**src/rtl/scd_pkg.sv**
```systemverilog
/*
  Shared constants and types of the serial port control and clock-rate
  block: register addresses, field positions, reset values, the register
  access and pin carriers and the module state record.
  Assumes a byte-wide special-register space driven by the local core.
*/
package scd_pkg;

  // ----------------------------------------------------------------
  // Register addresses and reset values
  // ----------------------------------------------------------------
  localparam logic [7:0] SCD_CKR_ADDR  = 8'h9D;
  localparam logic [7:0] SCD_CTL_ADDR  = 8'hF8;
  localparam logic [7:0] SCD_DAT_ADDR  = 8'hA3;
  localparam logic [7:0] SCD_RST_VAL   = 8'h00;

  // ----------------------------------------------------------------
  // Control/status field positions
  // ----------------------------------------------------------------
  localparam int SCD_DONE = 7;
  localparam int SCD_COLL  = 6;
  localparam int SCD_FAULT = 5;
  localparam int SCD_OVR  = 4;
  localparam int SCD_BUSY = 3;
  localparam int SCD_SLV  = 2;
  localparam int SCD_MST  = 1;
  localparam int SCD_EN   = 0;
  localparam logic [7:0] SCD_FLAG_MASK = 8'hF0;
  localparam logic [7:0] SCD_CTRL_MASK = 8'h03;

  // ----------------------------------------------------------------
  // Frame and buffer sizing
  // ----------------------------------------------------------------
  localparam logic [3:0] SCD_FRAME_BITS = 4'h8;
  localparam logic [3:0] SCD_LAST_BIT   = 4'h7;
  localparam logic [1:0] SCD_BUF_FULL   = 2'h2;

  // ----------------------------------------------------------------
  // Carriers
  // ----------------------------------------------------------------
  typedef struct packed {
    logic [7:0] addr;
    logic       wr;
    logic       rd;
    logic [7:0] wdata;
  } scd_sfr_t;

  typedef struct packed {
    logic sck;
    logic mosi;
    logic miso;
    logic nss_n;
  } scd_pins_t;

  typedef struct packed {
    scd_pins_t       s1;
    scd_pins_t       s2;
    logic            sck_prev;
    logic [7:0]      ctl;
    logic [7:0]      ckr;
    logic [7:0]      shift;
    logic [3:0]      bits;
    logic [7:0]      div;
    logic            sck;
    logic            sck_oe;
    logic            mosi;
    logic            mosi_oe;
    logic            miso;
    logic            miso_oe;
    logic [1:0][7:0] buf_w;
    logic [1:0]      cnt;
    logic            wp;
    logic            rp;
    logic [7:0]      rdata;
    logic            irq;
  } scd_state_t;

endpackage : scd_pkg

```
**src/rtl/scd_spi_ctrl.sv**
```systemverilog
/*
  Serial port control/status, clock-rate divider, shifter and a two-entry
  receive buffer, reached through the special-register port.
  Assumes pins come from outside the clock domain; the enclosing pad ring
  resolves the enables into wires.
*/
// Summary of operation
// - Data write during transfer sets write collision
// - Collision flag raises the interrupt request
// - Collision flag clears only by software write
// - Eight-bit rate field sets serial clock frequency
// - Rate field used only in master mode
// - Serial clock divided from the system clock
`timescale 1ns/1ps
module scd_spi_ctrl (
  // Clock and reset
  input  wire logic               clk_i,
  input  wire logic               rst_i,
  // Register port
  input  wire scd_pkg::scd_sfr_t  sfr_i,
  output logic [7:0]              sfr_rdata_o,
  output logic                    irq_o,
  // Serial pins
  input  wire scd_pkg::scd_pins_t pins_i,
  output logic                    sck_o,
  output logic                    sck_oe_o,
  output logic                    mosi_o,
  output logic                    mosi_oe_o,
  output logic                    miso_o,
  output logic                    miso_oe_o
);
  import scd_pkg::*;

  // ----------------------------------------------------------------
  // Decode
  // ----------------------------------------------------------------
  function automatic logic hit(input scd_sfr_t r, input logic [7:0] a);
    hit = r.addr == a;
  endfunction : hit

  scd_state_t q;
  scd_state_t d;

  logic       en;
  logic       mst;
  logic       sel;
  logic       push;
  logic [7:0] rx_byte;
  logic [7:0] set_f;
  logic       rise;
  logic       fall;

  // ----------------------------------------------------------------
  // Next state
  // ----------------------------------------------------------------
  always_comb begin
    d       = q;
    push    = 1'b0;
    rx_byte = q.shift;
    set_f   = 8'h00;
    d.s1    = pins_i;
    d.s2    = q.s1;
    d.sck_prev = q.s2.sck;
    en   = q.ctl[SCD_EN];
    mst  = q.ctl[SCD_MST];
    sel  = en && !mst && !q.s2.nss_n;
    rise = q.s2.sck && !q.sck_prev;
    fall = !q.s2.sck && q.sck_prev;

    // Master shifting, clock divided from system clock
    if (en && mst && q.ctl[SCD_BUSY]) begin
      if (q.div == q.ckr) begin
        d.div = 8'h00;
        d.sck = !q.sck;
        if (!q.sck) begin
          d.shift = {q.shift[6:0], q.s2.miso};
          d.bits  = q.bits + 4'h1;
        end else if (q.bits == SCD_FRAME_BITS) begin
          d.ctl[SCD_BUSY] = 1'b0;
          push            = 1'b1;
          set_f[SCD_DONE] = 1'b1;
        end else begin
          d.mosi = q.shift[7];
        end
      end else begin
        d.div = q.div + 8'h01;
      end
    end

    // Out of master mode the clock parks low, even if cut mid-frame
    if (!(en && mst)) begin
      d.sck = 1'b0;
    end

    // Slave shifting on the external clock; rate field unused here
    d.ctl[SCD_SLV] = sel;
    if (sel) begin
      if (rise) begin
        d.shift = {q.shift[6:0], q.s2.mosi};
        d.ctl[SCD_BUSY] = 1'b1;
        if (q.bits == SCD_LAST_BIT) begin
          d.bits          = 4'h0;
          d.ctl[SCD_BUSY] = 1'b0;
          push            = 1'b1;
          rx_byte         = {q.shift[6:0], q.s2.mosi};
          set_f[SCD_DONE] = 1'b1;
        end else begin
          d.bits = q.bits + 4'h1;
        end
      end else if (fall) begin
        d.miso = q.shift[7];
      end
    end else if (!mst) begin
      d.bits          = 4'h0;
      d.ctl[SCD_BUSY] = 1'b0;
    end

    // Another master pulled select low: drop to slave
    if (en && mst && !q.s2.nss_n) begin
      set_f[SCD_FAULT] = 1'b1;
      d.ctl[SCD_MST]  = 1'b0;
      d.ctl[SCD_BUSY] = 1'b0;
      d.sck           = 1'b0;
    end

    // Register writes
    if (sfr_i.wr && hit(sfr_i, SCD_DAT_ADDR)) begin
      if (q.ctl[SCD_BUSY]) begin
        set_f[SCD_COLL] = 1'b1;
      end else if (en) begin
        d.shift = sfr_i.wdata;
        d.bits  = 4'h0;
        d.miso  = sfr_i.wdata[7];
        if (mst) begin
          d.ctl[SCD_BUSY] = 1'b1;
          d.div           = 8'h00;
          d.sck           = 1'b0;
          d.mosi          = sfr_i.wdata[7];
        end
      end
    end
    if (sfr_i.wr && hit(sfr_i, SCD_CTL_ADDR)) begin
      // Flags only clear from software; control bits load
      d.ctl = (d.ctl & ~(SCD_FLAG_MASK | SCD_CTRL_MASK))
            | (q.ctl & sfr_i.wdata & SCD_FLAG_MASK)
            | (sfr_i.wdata & SCD_CTRL_MASK);
    end
    if (sfr_i.wr && hit(sfr_i, SCD_CKR_ADDR)) begin
      d.ckr = sfr_i.wdata;
    end

    // Receive buffer: a full buffer refuses the word as overrun
    if (push) begin
      if (q.cnt == SCD_BUF_FULL) begin
        set_f[SCD_OVR] = 1'b1;
      end else begin
        d.buf_w[q.wp] = rx_byte;
        d.wp          = !q.wp;
      end
    end
    d.rdata = 8'h00;
    if (sfr_i.rd) begin
      if (hit(sfr_i, SCD_CTL_ADDR)) begin
        d.rdata = q.ctl;
      end else if (hit(sfr_i, SCD_CKR_ADDR)) begin
        d.rdata = q.ckr;
      end else if (hit(sfr_i, SCD_DAT_ADDR) && q.cnt != 2'h0) begin
        d.rdata = q.buf_w[q.rp];
        d.rp    = !q.rp;
      end
    end
    d.cnt = q.cnt
          + {1'b0, push && q.cnt != SCD_BUF_FULL}
          - {1'b0, sfr_i.rd && hit(sfr_i, SCD_DAT_ADDR) && q.cnt != 2'h0};

    // Set wins over a same-cycle software clear
    d.ctl     = d.ctl | set_f;
    d.irq     = |(d.ctl & SCD_FLAG_MASK);
    d.sck_oe  = d.ctl[SCD_EN] && d.ctl[SCD_MST];
    d.mosi_oe = d.ctl[SCD_EN] && d.ctl[SCD_MST];
    d.miso_oe = d.ctl[SCD_SLV];
  end

  // ----------------------------------------------------------------
  // State register
  // ----------------------------------------------------------------
  always_ff @(posedge clk_i) begin
    if (rst_i) begin
      q <= '0;
    end else begin
      q <= d;
    end
  end

  assign sfr_rdata_o = q.rdata;
  assign irq_o       = q.irq;
  assign sck_o       = q.sck;
  assign sck_oe_o    = q.sck_oe;
  assign mosi_o      = q.mosi;
  assign mosi_oe_o   = q.mosi_oe;
  assign miso_o      = q.miso;
  assign miso_oe_o   = q.miso_oe;

  // ----------------------------------------------------------------
  // Checks
  // ----------------------------------------------------------------
  coll_on_write_a: assert property (
    @(posedge clk_i) disable iff (rst_i)
    (sfr_i.wr && hit(sfr_i, SCD_DAT_ADDR) && q.ctl[SCD_BUSY])
      |=> q.ctl[SCD_COLL])
    else $error("collision flag not set");

  coll_irq_a: assert property (
    @(posedge clk_i) disable iff (rst_i)
    $rose(q.ctl[SCD_COLL]) |-> irq_o)
    else $error("collision gave no interrupt");

  coll_sticky_a: assert property (
    @(posedge clk_i) disable iff (rst_i)
    (q.ctl[SCD_COLL] && !(sfr_i.wr && hit(sfr_i, SCD_CTL_ADDR)
      && !sfr_i.wdata[SCD_COLL])) |=> q.ctl[SCD_COLL])
    else $error("collision flag cleared by hardware");

  rate_toggle_a: assert property (
    @(posedge clk_i) disable iff (rst_i)
    (q.ctl[SCD_BUSY] && q.ctl[SCD_EN] && q.ctl[SCD_MST] && q.s2.nss_n
      && q.div == q.ckr && !(sfr_i.wr && hit(sfr_i, SCD_DAT_ADDR)))
      |=> sck_o != $past(sck_o))
    else $error("serial clock missed its divider edge");

  slave_no_sck_a: assert property (
    @(posedge clk_i) disable iff (rst_i)
    !q.ctl[SCD_MST] ##1 !q.ctl[SCD_MST] |-> !sck_oe_o && !sck_o)
    else $error("slave drives serial clock");

  div_hold_a: assert property (
    @(posedge clk_i) disable iff (rst_i)
    (q.ctl[SCD_BUSY] && q.ctl[SCD_EN] && q.ctl[SCD_MST] && q.s2.nss_n
      && q.div != q.ckr && !(sfr_i.wr && hit(sfr_i, SCD_DAT_ADDR)))
      |=> $stable(sck_o) && q.div == $past(q.div) + 8'h01)
    else $error("serial clock moved off divider");

  reset_zero_a: assert property (
    @(posedge clk_i)
    $past(rst_i) |-> q.ctl == SCD_RST_VAL && q.ckr == SCD_RST_VAL
      && !irq_o)
    else $error("registers not zero after reset");

endmodule : scd_spi_ctrl

```
**config.mk**
```make
export PLATFORM = sky130hd
export DESIGN_NAME = scd_spi_ctrl
export DESIGN_NICKNAME = d
export VERILOG_FILES = /design/src/rtl/scd_pkg.sv /design/src/rtl/scd_spi_ctrl.sv
export SDC_FILE = /design/constraint.sdc
export NUM_CORES = 1
export LEC_CHECK = 0
export BUFFER_PORTS_ARGS = -buffer_cell sky130_fd_sc_hd__buf_4
export CAP_MARGIN = 20
export CORE_ASPECT_RATIO = 0.6
export CORE_UTILIZATION = 50
export DETAILED_ROUTE_END_ITERATION = 7
export HOLD_SLACK_MARGIN = 0.15
export PLACE_DENSITY = 0.69
export SLEW_MARGIN = 40
export SYNTH_ARGS = -nofsm -noshare
export SYNTH_HDL_FRONTEND = slang
export SYNTH_SLANG_ARGS = --single-unit
```
**constraint.sdc**
```tcl
create_clock -name clk_i -period 4.15 [get_ports clk_i]
set_input_delay 0.2075 -clock clk_i [delete_from_list [all_inputs] [get_ports clk_i]]
set_output_delay 0.2075 -clock clk_i [all_outputs]
set_load 0.02 [all_outputs]
```
-- Word-level counts from Yosys, hierarchy flattened
Index checks and enable logic that the tools add are counted.
- $add $sub $neg: 4
- magnitude comparators: 3
- equal/unequal tests: 8
- mux-type cells: 68
- bitwise operators: 8
- reductions and logical operators: 28
- operator list (kind ; count):
    $mux 8 ; 12
    $mux 21 ; 4
    $mux 1 ; 43
    $mux 12 ; 3
    $eq 8x8->1 const B ; 3
    $bwmux 16 ; 1
    $logic_and 1x1->1 ; 16
    $mux 4 ; 3
    $mux 9 ; 1
    $add 8x1->8 const B ; 1
    $and 8x8->8 ; 1
    $demux 8 s1 ; 1
    $eq 8x8->1 ; 1
    $or 4x8->8 ; 1
    $or 8x2->8 ; 1
    $or 8x8->8 ; 1
    $logic_not 1->1 ; 7
    $add 4x1->4 const B ; 1
    $eq 4x3->1 const B ; 1
    $eq 4x4->1 const B ; 1
    $lt 1x2->1 const B ; 2
    $not 1->1 ; 4
    $reduce_and 4->1 ; 1
    $reduce_or 4->1 ; 1
    other kinds (8) ; 8
- flip-flop bits (word level): 79
- word-level logic and storage cells: 145

-- Logic depth before layout (Yosys ltp)
Gate-level depths: netlist of run 1.
- word-level depth: 17
- gate-level depth with buffers: 11
- gate-level depth less buffers: 11

-- Worst setup path after synthesis of run 1
OpenSTA, ideal clock, no wires.
- path type: register to register
- from: register q, in the netlist mst
- to: register q[12] (netlist bit)
- arrival: 2265 ps
- setup slack: 1815 ps
- stages on the path, launching flop included: 11
- path buffers: 2
- clock period less this slack: 2335 ps
- path through: dfxtp_1 -> or3b_1 -> buf_2 -> nor3_4 -> buf_6 -> o21ai_0 -> xor2_1 -> ha_1 -> xor2_1 -> or4_1 -> a21oi_1
- cells in the longest elaborated chain, start to end: 9
- elaborated cells on any way between the ends: 12
- those cells by class: 2 x add/sub; 4 x mux; 6 x reduce/logical
- ends and longest elaborated chain (item ; line ; source):
    start, declared ; scd_spi_ctrl.sv:41 ; scd_state_t q;
    start signal, assigned ; scd_spi_ctrl.sv:189 ; q <= '0;
    start signal, assigned ; scd_spi_ctrl.sv:191 ; q <= d;
    $logic_and 1x1->1 (2 in a row) ; scd_spi_ctrl.sv:71 ; if (en && mst && q.ctl[SCD_BUSY]) begin
    $mux 1 ; scd_spi_ctrl.sv:71 ;
    $mux 1 ; scd_spi_ctrl.sv:101 ; if (q.bits == SCD_LAST_BIT) begin
    $mux 1 ; scd_spi_ctrl.sv:98 ; if (rise) begin
    $mux 1 (*) ; scd_spi_ctrl.sv:97 ; if (sel) begin
    $logic_and 1x1->1 (*) ; scd_spi_ctrl.sv:173 ; + {1'b0, push && q.cnt != SCD_BUF_FULL}
    $add 2x1->2 (*) ; scd_spi_ctrl.sv:173 ;
    $sub 2x1->2 (*) ; scd_spi_ctrl.sv:174 ; - {1'b0, sfr_i.rd && hit(sfr_i, SCD_DAT_ADDR) && q.cnt != 2'h0};
Mark *: on every way between the ends. The rest lies on a longest branch, timed or not.
A chain may end at the register's enable or synchronous reset.

-- Worst setup path in the final report of run 1
Same ends and word-level chain as after synthesis.

==> summary.txt, run 1 <==
Run status
  • Status: completed

Finish
  • Final nets: 461
  • Layout cell share with drive strength beyond 1: 0.187
  • Post-route cell area: 4440 um^2
  • Layout area overhead: 16.5%
  • Fin cells: 542
  • Ant. Diodes: 0

Global routing
  • Pin count of the biggest net entering global routing: 69
  • Met1 Resource Use GR: 0.383
  • Grt peak-use layer: met1
  • Met2 Use GR: 0.352
  • Overall Global Routing Usage: 0.256
  • GR Layer Usage met3: 0.0839
  • GR Overflow Total: 0
  • First-pass GRT wire length: 15.3 mm
  • Antenna violations before repair: 0
  • Number of global-route vias before repair: 2864

Route
  • Drt total wl: roughly 9.7 mm
  • Mean number of vias per cell: roughly 5.9
  • Drt drc: 0
  • Initial DRC count: 396
  • Post-DRT Antenna Nets: 0
  • Avg WL per Cell: between 15 and 20 um
  • Number of iterations in the first detailed-routing pass: 5
  • Routed vias: 3185

Worst hold path
  • Hold Crit Class: input pin to flip-flop

Setup path
  • CP required: 4.41 ns
  • Crit path buf inv count: 0
  • Type of origin of the critical path: flip-flop
  • Worst setup EP type: flip-flop
  • Slowest stage delay, CP: between 0.6 and 0.7 ns
  • CP delay by family, top: simple AND/OR/NAND/NOR gates
  • CP arrival: 2.95 ns
  • Critical path's slowest cell: dfxtp_1
  • Setup Crit Path Kind: flip-flop to flip-flop
  • CP max FO: 16
  • CP Cell Sequence: and3_1 -> nand3_1 -> nor3_1 -> o21ai_0 -> xor2_1 -> ha_1 -> xor2_1 -> or4_1 -> a21oi_1
  • Cell mode on critical path: xor2_1

Synth
  • Area contributors post-synth: dfxtp_1 (41%), mux2i_1 (7.1%), nor2_1 (3.6%)
  • Post-synth ARST share: 0
  • Most frequent cell after synthesis: dfxtp_1
  • Syn Nets: 435
  • Syn Std Cell Area: 3810 um^2
  • Post-synth EDFFs: 0
  • Total of warnings raised by yosys: 0
  • Area share of the leading cell type in the synthesized netlist: 0.409
  • Avg Cell Area, Syn: 9.37 um^2
  • Synthesized flop and latch total: 78
  • Post-synth top flop: dfxtp_1
  • Sequential area share after synthesis: 0.409
  • Synth cell count leaders: dfxtp_1 (78), nor2_1 (37), mux2i_1 (27), nand2b_1 (20)
  • Cells after Synth: 407
  • Synth cell types: 62
  • Yosys top cell by area: dfxtp_1

Placed design
  • Placed cell count: between 500 and 600
  • Port bufs: 38
  • Placed Area: about 4100 um^2
  • Detail Placement HPWL: 6.93 mm
  • Dpl ws: 1.52 ns
  • Routability cong.: 0.864

Die
  • Die ar.: 7990 um^2
  • Initial Util: 0.520
  • # IOs: 39
  • Die width: 115 um
  • Core Area: 7330 um^2
  • Die H: 69.7 um
  • Rows: 24

Timing
  • Clk_skew: 0.00667 ns
  • Tcrit/Tclk final: 0.647
  • Worst slew margin: 0.494
  • Worst-margin pin slew: between 0.7 and 0.8 ns
  • Max Fclk: 0.372 GHz
  • Fin. Hold Viols: 0
  • Max Transition Viols Final: 0
  • Setup ws final: 1.46 ns
  • RSZ-0062 raised after global routing: false
  • Tmin final: 2.69 ns
  • Setup tns final: 0 ns
  • Final setup fails: 0

CTS
  • Htree depth: 3
  • Clk_lat worst skew: approximately 0.34 ns
  • Hold_buf cts: 5
  • Post-CTS Setup Inserts: 0
  • Clock sinks: 78
  • CTS Buf Count: 9
  • CTS tree: yes
  • Root buffer cell: clkbuf_16
  • Bufs on Longest Clock Path: 2
  • Post-CTS sizing: 0
  • CTS clk-pin slew, worst paths: 0.06 ns

Power and ir drop
  • Post-layout power: 1620 uW
  • Worst vdd ir: 0.228 mV
  • LEAKAGE: roughly 0.0017 uW
  • Pwr/cell area: 365 nW/um^2

Flow run
  • Max cap viols: 0
==> final cells by class <==
type                    instances  area (um^2)
fillers                       659         2880
inverters                       8         30.0
clock buffers                  11          253
repair buffers                 45          350
multi-input cells             291         2060
flip-flops and latches         78         1560
clock inverters                 5         57.6
well taps                     104          130
==> registers in the layout, indices dropped and copies added (netlist names) <==
signal / cells
en: 1
sfr_rdata_o: 8
sck_o: 1
irq_o: 1
mosi_o: 1
mosi_oe_o: 1
q: 58
mst: 1
d: 5
miso_o: 1
==> metal layers <==
metal  vias up  part of all wire
met1      1486              0.47
li1       1519                 -
met5         -                 0
met4         0            0.0088
met2       172              0.41
met3         8              0.11
==> per-stage QoR <==
step / hold slack (ns) / util
floorplan: 0.336 / -
global placement: 0.419 / 0.555
detailed placement: 0.424 / 0.557
CTS: 0.152 / 0.606
global route: 0.180 / 0.607
finish: 0.169 / 0.607
==> final timing paths <==
| path | from | endpoint | slack, ns | cells after the start |
|---|---|---|---|---|
| worst max-delay path | mst | q[12] | 1.46 | 9 |
| worst min-delay path | sfr_i[6] | q[61] | 0.17 | 3 |
| worst max register to register | mst | q[12] | 1.46 | 9 |
| worst min register to register | d[74] | q[74] | 0.43 | 1 |
==> power breakdown <==
part | switching [uW] | internal (uW)
registers | 1.72 | 753
clock network | 310 | 497
logic | 30.5 | 28.1
total | 342 | 1280
==> logic make-up (layout without fill, tap and decap cells) <==
family	after synthesis	in the layout	share of synthesized area
muxes	35	35	0.0945
xor gates and xnor gates	18	18	0.0413
DFF	78	78	0.409
AOI/OAI and AO/OA	74	74	0.135
buffers and inverters	38	69	0.0538
adders and majority gates	4	4	0.0131
and+or+nand+nor	160	160	0.253
==> worst min-delay path: cells and delay by family <==
kind            cells  cell delay, ns
compound gates      1            0.06
simple gates        1            0.06
buf+inv             1            0.13
==> cell usage in the layout, fill, tap and decap left out, drive strengths merged, types with 9 or more instances in the layout <==
cell type	instances
dfxtp	78
buf	40
nor2	37
mux2i	27
nand2b	20
nand3	20
nand2	20
a21oi	19
o21ai	18
nor2b	11
clkbuf	11
xnor2	9
xor2	9
or2	9
Note: power is estimated with default switching activity, not from simulation.
==> run 2: changes to the inputs <==
- PLACE_DENSITY: 0.69 -> 0.72
- clock period: 4.15 -> 2.3 ns (I/O delays scaled with it)
==> run 2 against run 1 <==
Via count increased by 4.2%. Sequential share of layout area shrank 2.2 points. Global-route usage grew 2.4 points. Utilization is 4.3 points higher. Non-clock buffer count increased by 33. Maximum frequency increased by 24%. Clock power rose by 87%. Design area is 7.0% higher. Routed wire length up 7.7%. Critical path type unchanged. Largest cell class unchanged.
==> summary.txt, run 2 (synthesis results as in run 1) <==
Run status
  • Status: completed

Global routing
  • First-pass GRT wire length: 16.7 mm (+9.0%)
  • Pin count of the biggest net entering global routing: 48 (-30%)
  • Met2 Use GR: 0.385 (+0.0323)
  • Overall Global Routing Usage: 0.280 (+0.0239)
  • Number of global-route vias before repair: 3130 (+9.3%)
  • Grt peak-use layer: met1
  • GR Overflow Total: 0 (unchanged)
  • GR Layer Usage met3: 0.117 (+0.0332)
  • Met1 Resource Use GR: 0.402 (+0.0189)
  • Antenna violations before repair: 0 (unchanged)

Timing
  • Hold_ws: 0.219 ns (+0.0499 ns)
  • Worst slew margin: 0.520 (+0.0261)
  • RSZ-0062 raised after global routing: false
  • Max Fclk: 0.460 GHz (+24%)
  • Setup tns final: 0 ns (unchanged)
  • Tcrit/Tclk final: 0.945 (+0.297)
  • Tmin final: 2.17 ns (-0.514 ns)
  • Final setup fails: 0 (unchanged)
  • Clk_skew: 0.00839 ns (+0.00172 ns)
  • Max Transition Viols Final: 0 (unchanged)
  • Fin. Hold Viols: 0 (unchanged)
  • Setup ws final: 0.127 ns (-1.34 ns)
  • Worst-margin pin slew: 0.714 ns (-0.0400 ns)

CTS
  • Htree depth: 3 (unchanged)
  • Post-CTS Setup Inserts: 0 (unchanged)
  • CTS tree: yes
  • CTS clk-pin slew, worst paths: 0.06 ns (about the same)
  • Clock sinks: 78 (unchanged)
  • CTS Buf Count: 9 (unchanged)
  • Bufs on Longest Clock Path: 2 (unchanged)
  • Root buffer cell: clkbuf_16
  • Clk_lat worst skew: 0.34 ns (about the same)

Power and ir drop
  • Net Sw Frac: 0.209 (-0.00214)
  • Comb pwr share: 0.040 (+0.004)
  • Worst vdd ir: 0.534 mV (+130%)
  • LEAKAGE: 0.00185 uW (+11%)
  • Pwr/cell area: 630 nW/um^2 (+73%)
  • Switching power of the nets: 626 uW (+83%)
  • Seq pwr share: 0.454 (-0.012)
  • Clock group share of total power: 0.505 (+0.007)
  • Internal power: 2370 uW (+85%)

Route
  • Number of iterations in the first detailed-routing pass: 5 (unchanged)
  • Mean number of vias per cell: 5.77 (-1.8%)
  • Routed vias: 3318 (+4.2%)
  • Avg WL per Cell: 18.2 um (+1.5%)
  • Drt total wl: 10.5 mm (+7.7%)
  • Initial DRC count: 423 (+6.8%)
  • Post-DRT Antenna Nets: 0 (unchanged)
  • Drt drc: 0 (unchanged)

Finish
  • Top reg by flops: q
  • Layout cell share with drive strength beyond 1: 0.240 (+0.0527)
  • Max reg flops: 58 (unchanged)
  • Final nets: 494 (+7.2%)
  • Commonest cells after routing, fill and taps aside: dfxtp_1 (75), buf_4 (63), nor2_1 (37), mux2i_1 (27), nand2b_1 (20)
  • Layout area overhead: 24.7%
  • Commonest non-fill, non-tap cell in the layout: dfxtp_1
  • Fin cells: 575 (+6.1%)
  • Fill cells: 649 (-1.5%)
  • Ant. Diodes: 0 (unchanged)

Die
  • Die width: 115 um (unchanged)
  • Core Area: 7330 um^2 (unchanged)
  • Die ar.: 7990 um^2 (unchanged)
  • Initial Util: 0.520 (unchanged)
  • # IOs: 39 (unchanged)
  • Die H: 69.7 um (unchanged)
  • Rows: 24 (unchanged)

Setup path
  • Worst setup path startpoint: q[43]
  • CP required: 2.57 ns (-1.84 ns)
  • Worst setup EP type: flip-flop
  • RR Startpoint: q[43]
  • Type of origin of the critical path: flip-flop
  • CP max FO: 5 (-11)
  • CP arrival: 2.44 ns (-0.51 ns)
  • Worst reg2reg setup slack: 0.13 ns (-1.34 ns)
  • Setup Crit Path Kind: flip-flop to flip-flop

Worst hold path
  • Hold Crit Class: input pin to flip-flop
  • Critical hold path startpoint: rst_i

Placed design
  • Detail Placement HPWL: 7.52 mm (+8.5%)
  • Placed cell count: 545 (+4.6%)
  • Routability cong.: 0.892 (+3.2%)
  • Port bufs: 38 (unchanged)
  • Dpl ws: 0.0374 ns (-1.49 ns)

Flow run
  • Max cap viols: 0 (unchanged)
run 2: final timing paths:
kind / to / depth (start not counted)
setup / recovery: q[12] / 9
hold / removal: q[9] / 2
setup reg to reg: q[12] / 9
hold reg to reg: q[72] / 1
run 2: power by group through the flow:
| stage | Sequential [uW] | Combinational (uW) | Clock (uW) |
|---|---|---|---|
| 4_1_cts | 1360 | 119 | 1530 |
| 6_report | 1360 | 121 | 1510 |
| 2_1_floorplan | 1390 | 47.0 | 0 |
| 5_1_grt | 1360 | 128 | 1590 |
| 3_5_place_dp | 1390 | 100 | 0 |
| 3_3_place_gp | 1390 | 98.3 | 0 |
run 2: what timing repair did:
item,CTS,global route
hold buffers,14,0
setup endpoints to repair,0,1
gates resized for setup,0,6
endpoints found under the hold margin,26,0
run 2: critical path: stages (launching register included):
cell and delay, ns:
dfxtp_2 0.36, ha_2 0.21, nand3b_1 0.17, nor3_4 0.27
o21ai_2 0.10, xor2_1 0.15, ha_2 0.18, xor2_1 0.14
or4_1 0.39, a21oi_1 0.12
run 2: cell type report:
cell class / count / area, um^2 / share of cell area
well taps: 104 / 130 / 0.0274
flip-flops and latches: 78 / 1570 / 0.329
clock inverters: 6 / 86.3 / 0.0181
repair buffers: 78 / 633 / 0.133
multi-input cells: 291 / 2080 / 0.438
inverters: 8 / 30.0 / 0.00631
clock buffers: 10 / 229 / 0.0481
run 2: metrics by stage:
stage | power [uW] | instance area (um^2) | util
floorplan | 1440 | 3830 | -
global placement | 1490 | 4270 | 0.583
detailed placement | 1490 | 4270 | 0.583
CTS | 3010 | 4730 | 0.645
global route | 3080 | 4760 | 0.649
finish | 3000 | 4760 | 0.649
run 2: metal layers:
metal  routed length, um  up-vias  share of wire
met2                4280      169           0.41
met3                1150       19           0.11
met5                   0        -              0
met4                 151        0          0.014
li1                    -     1574              -
met1                4870     1556           0.47
==> run 3: changes to the inputs <==
- CORE_UTILIZATION: 50 -> 53
- PLACE_DENSITY: 0.72 -> 0.76
==> run 3 against run 2 <==
The flow now finishes with violations (DRC, setup timing). Flip-flop and latch count unchanged. Non-clock buffer count increased by 9. Count of clock-buffer cells in the layout is 1 lower. Sequential share of layout area shrank 0.22 points. Die area shrank 5.5%. Maximum frequency shrank 6.6%. Register-to-register slack worse by 0.15 ns. Routed wire length decreased by 3.5%. Cell count is 1.4% lower. First-iteration DRC count down 21%. Setup slack got worse by 0.15 ns. Critical endpoint unchanged.
==> summary.txt, run 3 (synthesis results as in run 1) <==
Setup path
  • CP required: 2.58 ns (about the same)
  • CP arrival: 2.61 ns (+0.17 ns)
  • Slowest stage delay, CP: 0.49 ns (+0.10 ns)
  • Crit path buf inv count: 0 (unchanged)
  • Cell mode on critical path: xor2_1
  • Worst setup EP type: flip-flop
  • CP max FO: 3 (-2)
  • Critical path's slowest cell: or4_4
  • CP Cell Sequence: xnor2_1 -> nand4_1 -> nor3_4 -> o21ai_2 -> xor2_1 -> ha_2 -> xor2_1 -> or4_4 -> a21oi_2
  • Setup Crit Path Kind: flip-flop to flip-flop
  • Type of origin of the critical path: flip-flop
  • CP delay by family, top: simple AND/OR/NAND/NOR gates

Timing
  • Max Fclk: 0.430 GHz (-6.6%)
  • RSZ-0062 raised after global routing: true
  • Tmin final: 2.33 ns (+0.154 ns)
  • Fin. Hold Viols: 0 (unchanged)
  • Setup ws final: -0.0271 ns (-0.154 ns)
  • Worst slew margin: 0.582 (+0.0626)
  • Final setup fails: 1 (+1)
  • Worst-margin pin slew: 0.626 ns (-0.0873 ns)
  • Hold_ws: 0.160 ns (-0.0583 ns)
  • Tcrit/Tclk final: 1.01 (+0.0670)
  • Clk_skew: 0.00684 ns (-0.00155 ns)
  • Max Transition Viols Final: 0 (unchanged)

Route
  • Drt drc: 6 (+6)
  • Post-DRT Antenna Nets: 0 (unchanged)
  • Mean number of vias per cell: 5.87 (+1.8%)
  • Routed vias: 3330 (+0.36%)
  • Avg WL per Cell: 17.8 um (-2.1%)
  • Number of iterations in the first detailed-routing pass: 8 (+3)
  • Drt total wl: 10.1 mm (-3.5%)
  • Initial DRC count: 333 (-21%)

CTS
  • CTS tree: yes
  • CTS clk-pin slew, worst paths: 0.06 ns (about the same)
  • Clk_lat worst skew: 0.35 ns (about the same)
  • Clock sinks: 78 (unchanged)
  • Bufs on Longest Clock Path: 2 (unchanged)
  • Htree depth: 3 (unchanged)
  • Root buffer cell: clkbuf_16
  • CTS Buf Count: 9 (unchanged)

Run status
  • Failing checks: DRC, setup timing
  • Status: complete, but fails checks

Placed design
  • Placed cell count: 527 (-3.3%)
  • Port bufs: 38 (unchanged)
  • Detail Placement HPWL: 7.12 mm (-5.3%)
  • Routability cong.: 0.958 (+7.4%)

Flow run
  • Max cap viols: 0 (unchanged)

Power and ir drop
  • Worst vdd ir: 0.603 mV (+13%)
  • LEAKAGE: 0.00185 uW (-0.13%)
  • Pwr/cell area: 588 nW/um^2 (-6.5%)

Finish
  • Final nets: 503 (+1.8%)
  • Max reg flops: 58 (unchanged)
  • Commonest non-fill, non-tap cell in the layout: dfxtp_1
  • Fin cells: 567 (-1.4%)
  • Commonest cells after routing, fill and taps aside: dfxtp_1 (74), buf_4 (67), nor2_1 (37), mux2i_1 (27)
  • Layout area overhead: 25.9%
  • Top reg by flops: q
  • Fill cells: 506 (-22%)
  • FF/Latch Area: 1570 um^2 (+0.24%)
  • Multi-input gate area: 2110 um^2 (+1.3%)
  • Ant. Diodes: 0 (unchanged)
  • Layout cell share with drive strength beyond 1: 0.258 (+0.0184)

Global routing
  • Met2 Use GR: 0.412 (+0.0272)
  • First-pass GRT wire length: 15.5 mm (-6.8%)
  • GR Overflow Total: 0 (unchanged)
  • Antenna violations before repair: 0 (unchanged)
  • Overall Global Routing Usage: 0.279 (-0.000980)
  • Grt peak-use layer: met2
  • Number of global-route vias before repair: 3028 (-3.3%)
  • Met1 Resource Use GR: 0.364 (-0.0377)
  • Pin count of the biggest net entering global routing: 69 (+44%)
  • GR Layer Usage met3: 0.118 (+0.000461)

Die
  • # IOs: 39 (unchanged)
  • Initial Util: 0.559 (+0.0387)
  • Rows: 23 (-4.2%)
  • Die H: 67.7 um (-2.8%)
  • Die ar.: 7550 um^2 (-5.5%)
  • Core Area: 6820 um^2 (-6.9%)
  • Die width: 112 um (-2.8%)

Worst hold path
  • Hold Crit Class: input pin to flip-flop
-- run 3: final timing paths --
path | from | end | slack [ns] | cells after the start
setup / recovery | q[61] | q[12] | -0.03 | 9
hold / removal | sfr_i[9] | q[55] | 0.16 | 3
setup reg to reg | q[61] | q[12] | -0.03 | 9
hold reg to reg | d[72] | q[72] | 0.44 | 1
-- run 3: power breakdown --
part	total [uW]	internal, uW	switching [uW]
Combinational	117	61.0	56.4
Sequential	1360	1360	3.24
Clock	1350	743	605
Total	2830	2160	665
-- run 3: cell type report --
class,count,share of cell area
well taps,87,0.0227
inverters,8,0.00625
repair buffers,87,0.146
clock buffers,9,0.0469
multi-input cells,291,0.439
flip-flops and latches,78,0.327
clock inverters,7,0.0115
-- run 3: worst reg2reg max path, delay by kind of cell (launching register included) --
| family | cells | cell delay, ns |
|---|---|---|
| adders and majority gates | 1 | 0.17 |
| and+or+nand+nor | 3 | 0.96 |
| xor gates and xnor gates | 3 | 0.56 |
| AOI/OAI and AO/OA | 2 | 0.21 |
| DFF | 1 | 0.36 |
-- run 3: metrics by stage --
| step | setup slack, ns | power (uW) | cell area, um^2 | TNS (ns) | utilization |
|---|---|---|---|---|---|
| after floorplan | 0.0130 | 1440 | 3830 | 0 | - |
| after global placement | 0.0910 | 1490 | 4230 | 0 | 0.620 |
| after detailed placement | 0.0365 | 1490 | 4230 | 0 | 0.621 |
| after CTS | 0.0107 | 2840 | 4710 | 0 | 0.691 |
| after global routing | -0.136 | 2910 | 4800 | -0.136 | 0.704 |
| final | -0.0271 | 2830 | 4800 | -0.0271 | 0.704 |
-- run 3: what timing repair did --
item	in CTS	in global routing
gates resized for setup	0	15
endpoints found under the setup margin	0	1
buffers inserted	0	4
endpoints found under the hold margin	27	0
hold buffers	20	0
-- run 3: routing by layer --
layer,part of all wire,wire (um)
met2,0.42,4240
met3,0.13,1300
met1,0.43,4360
met4,0.019,190
met5,0,0
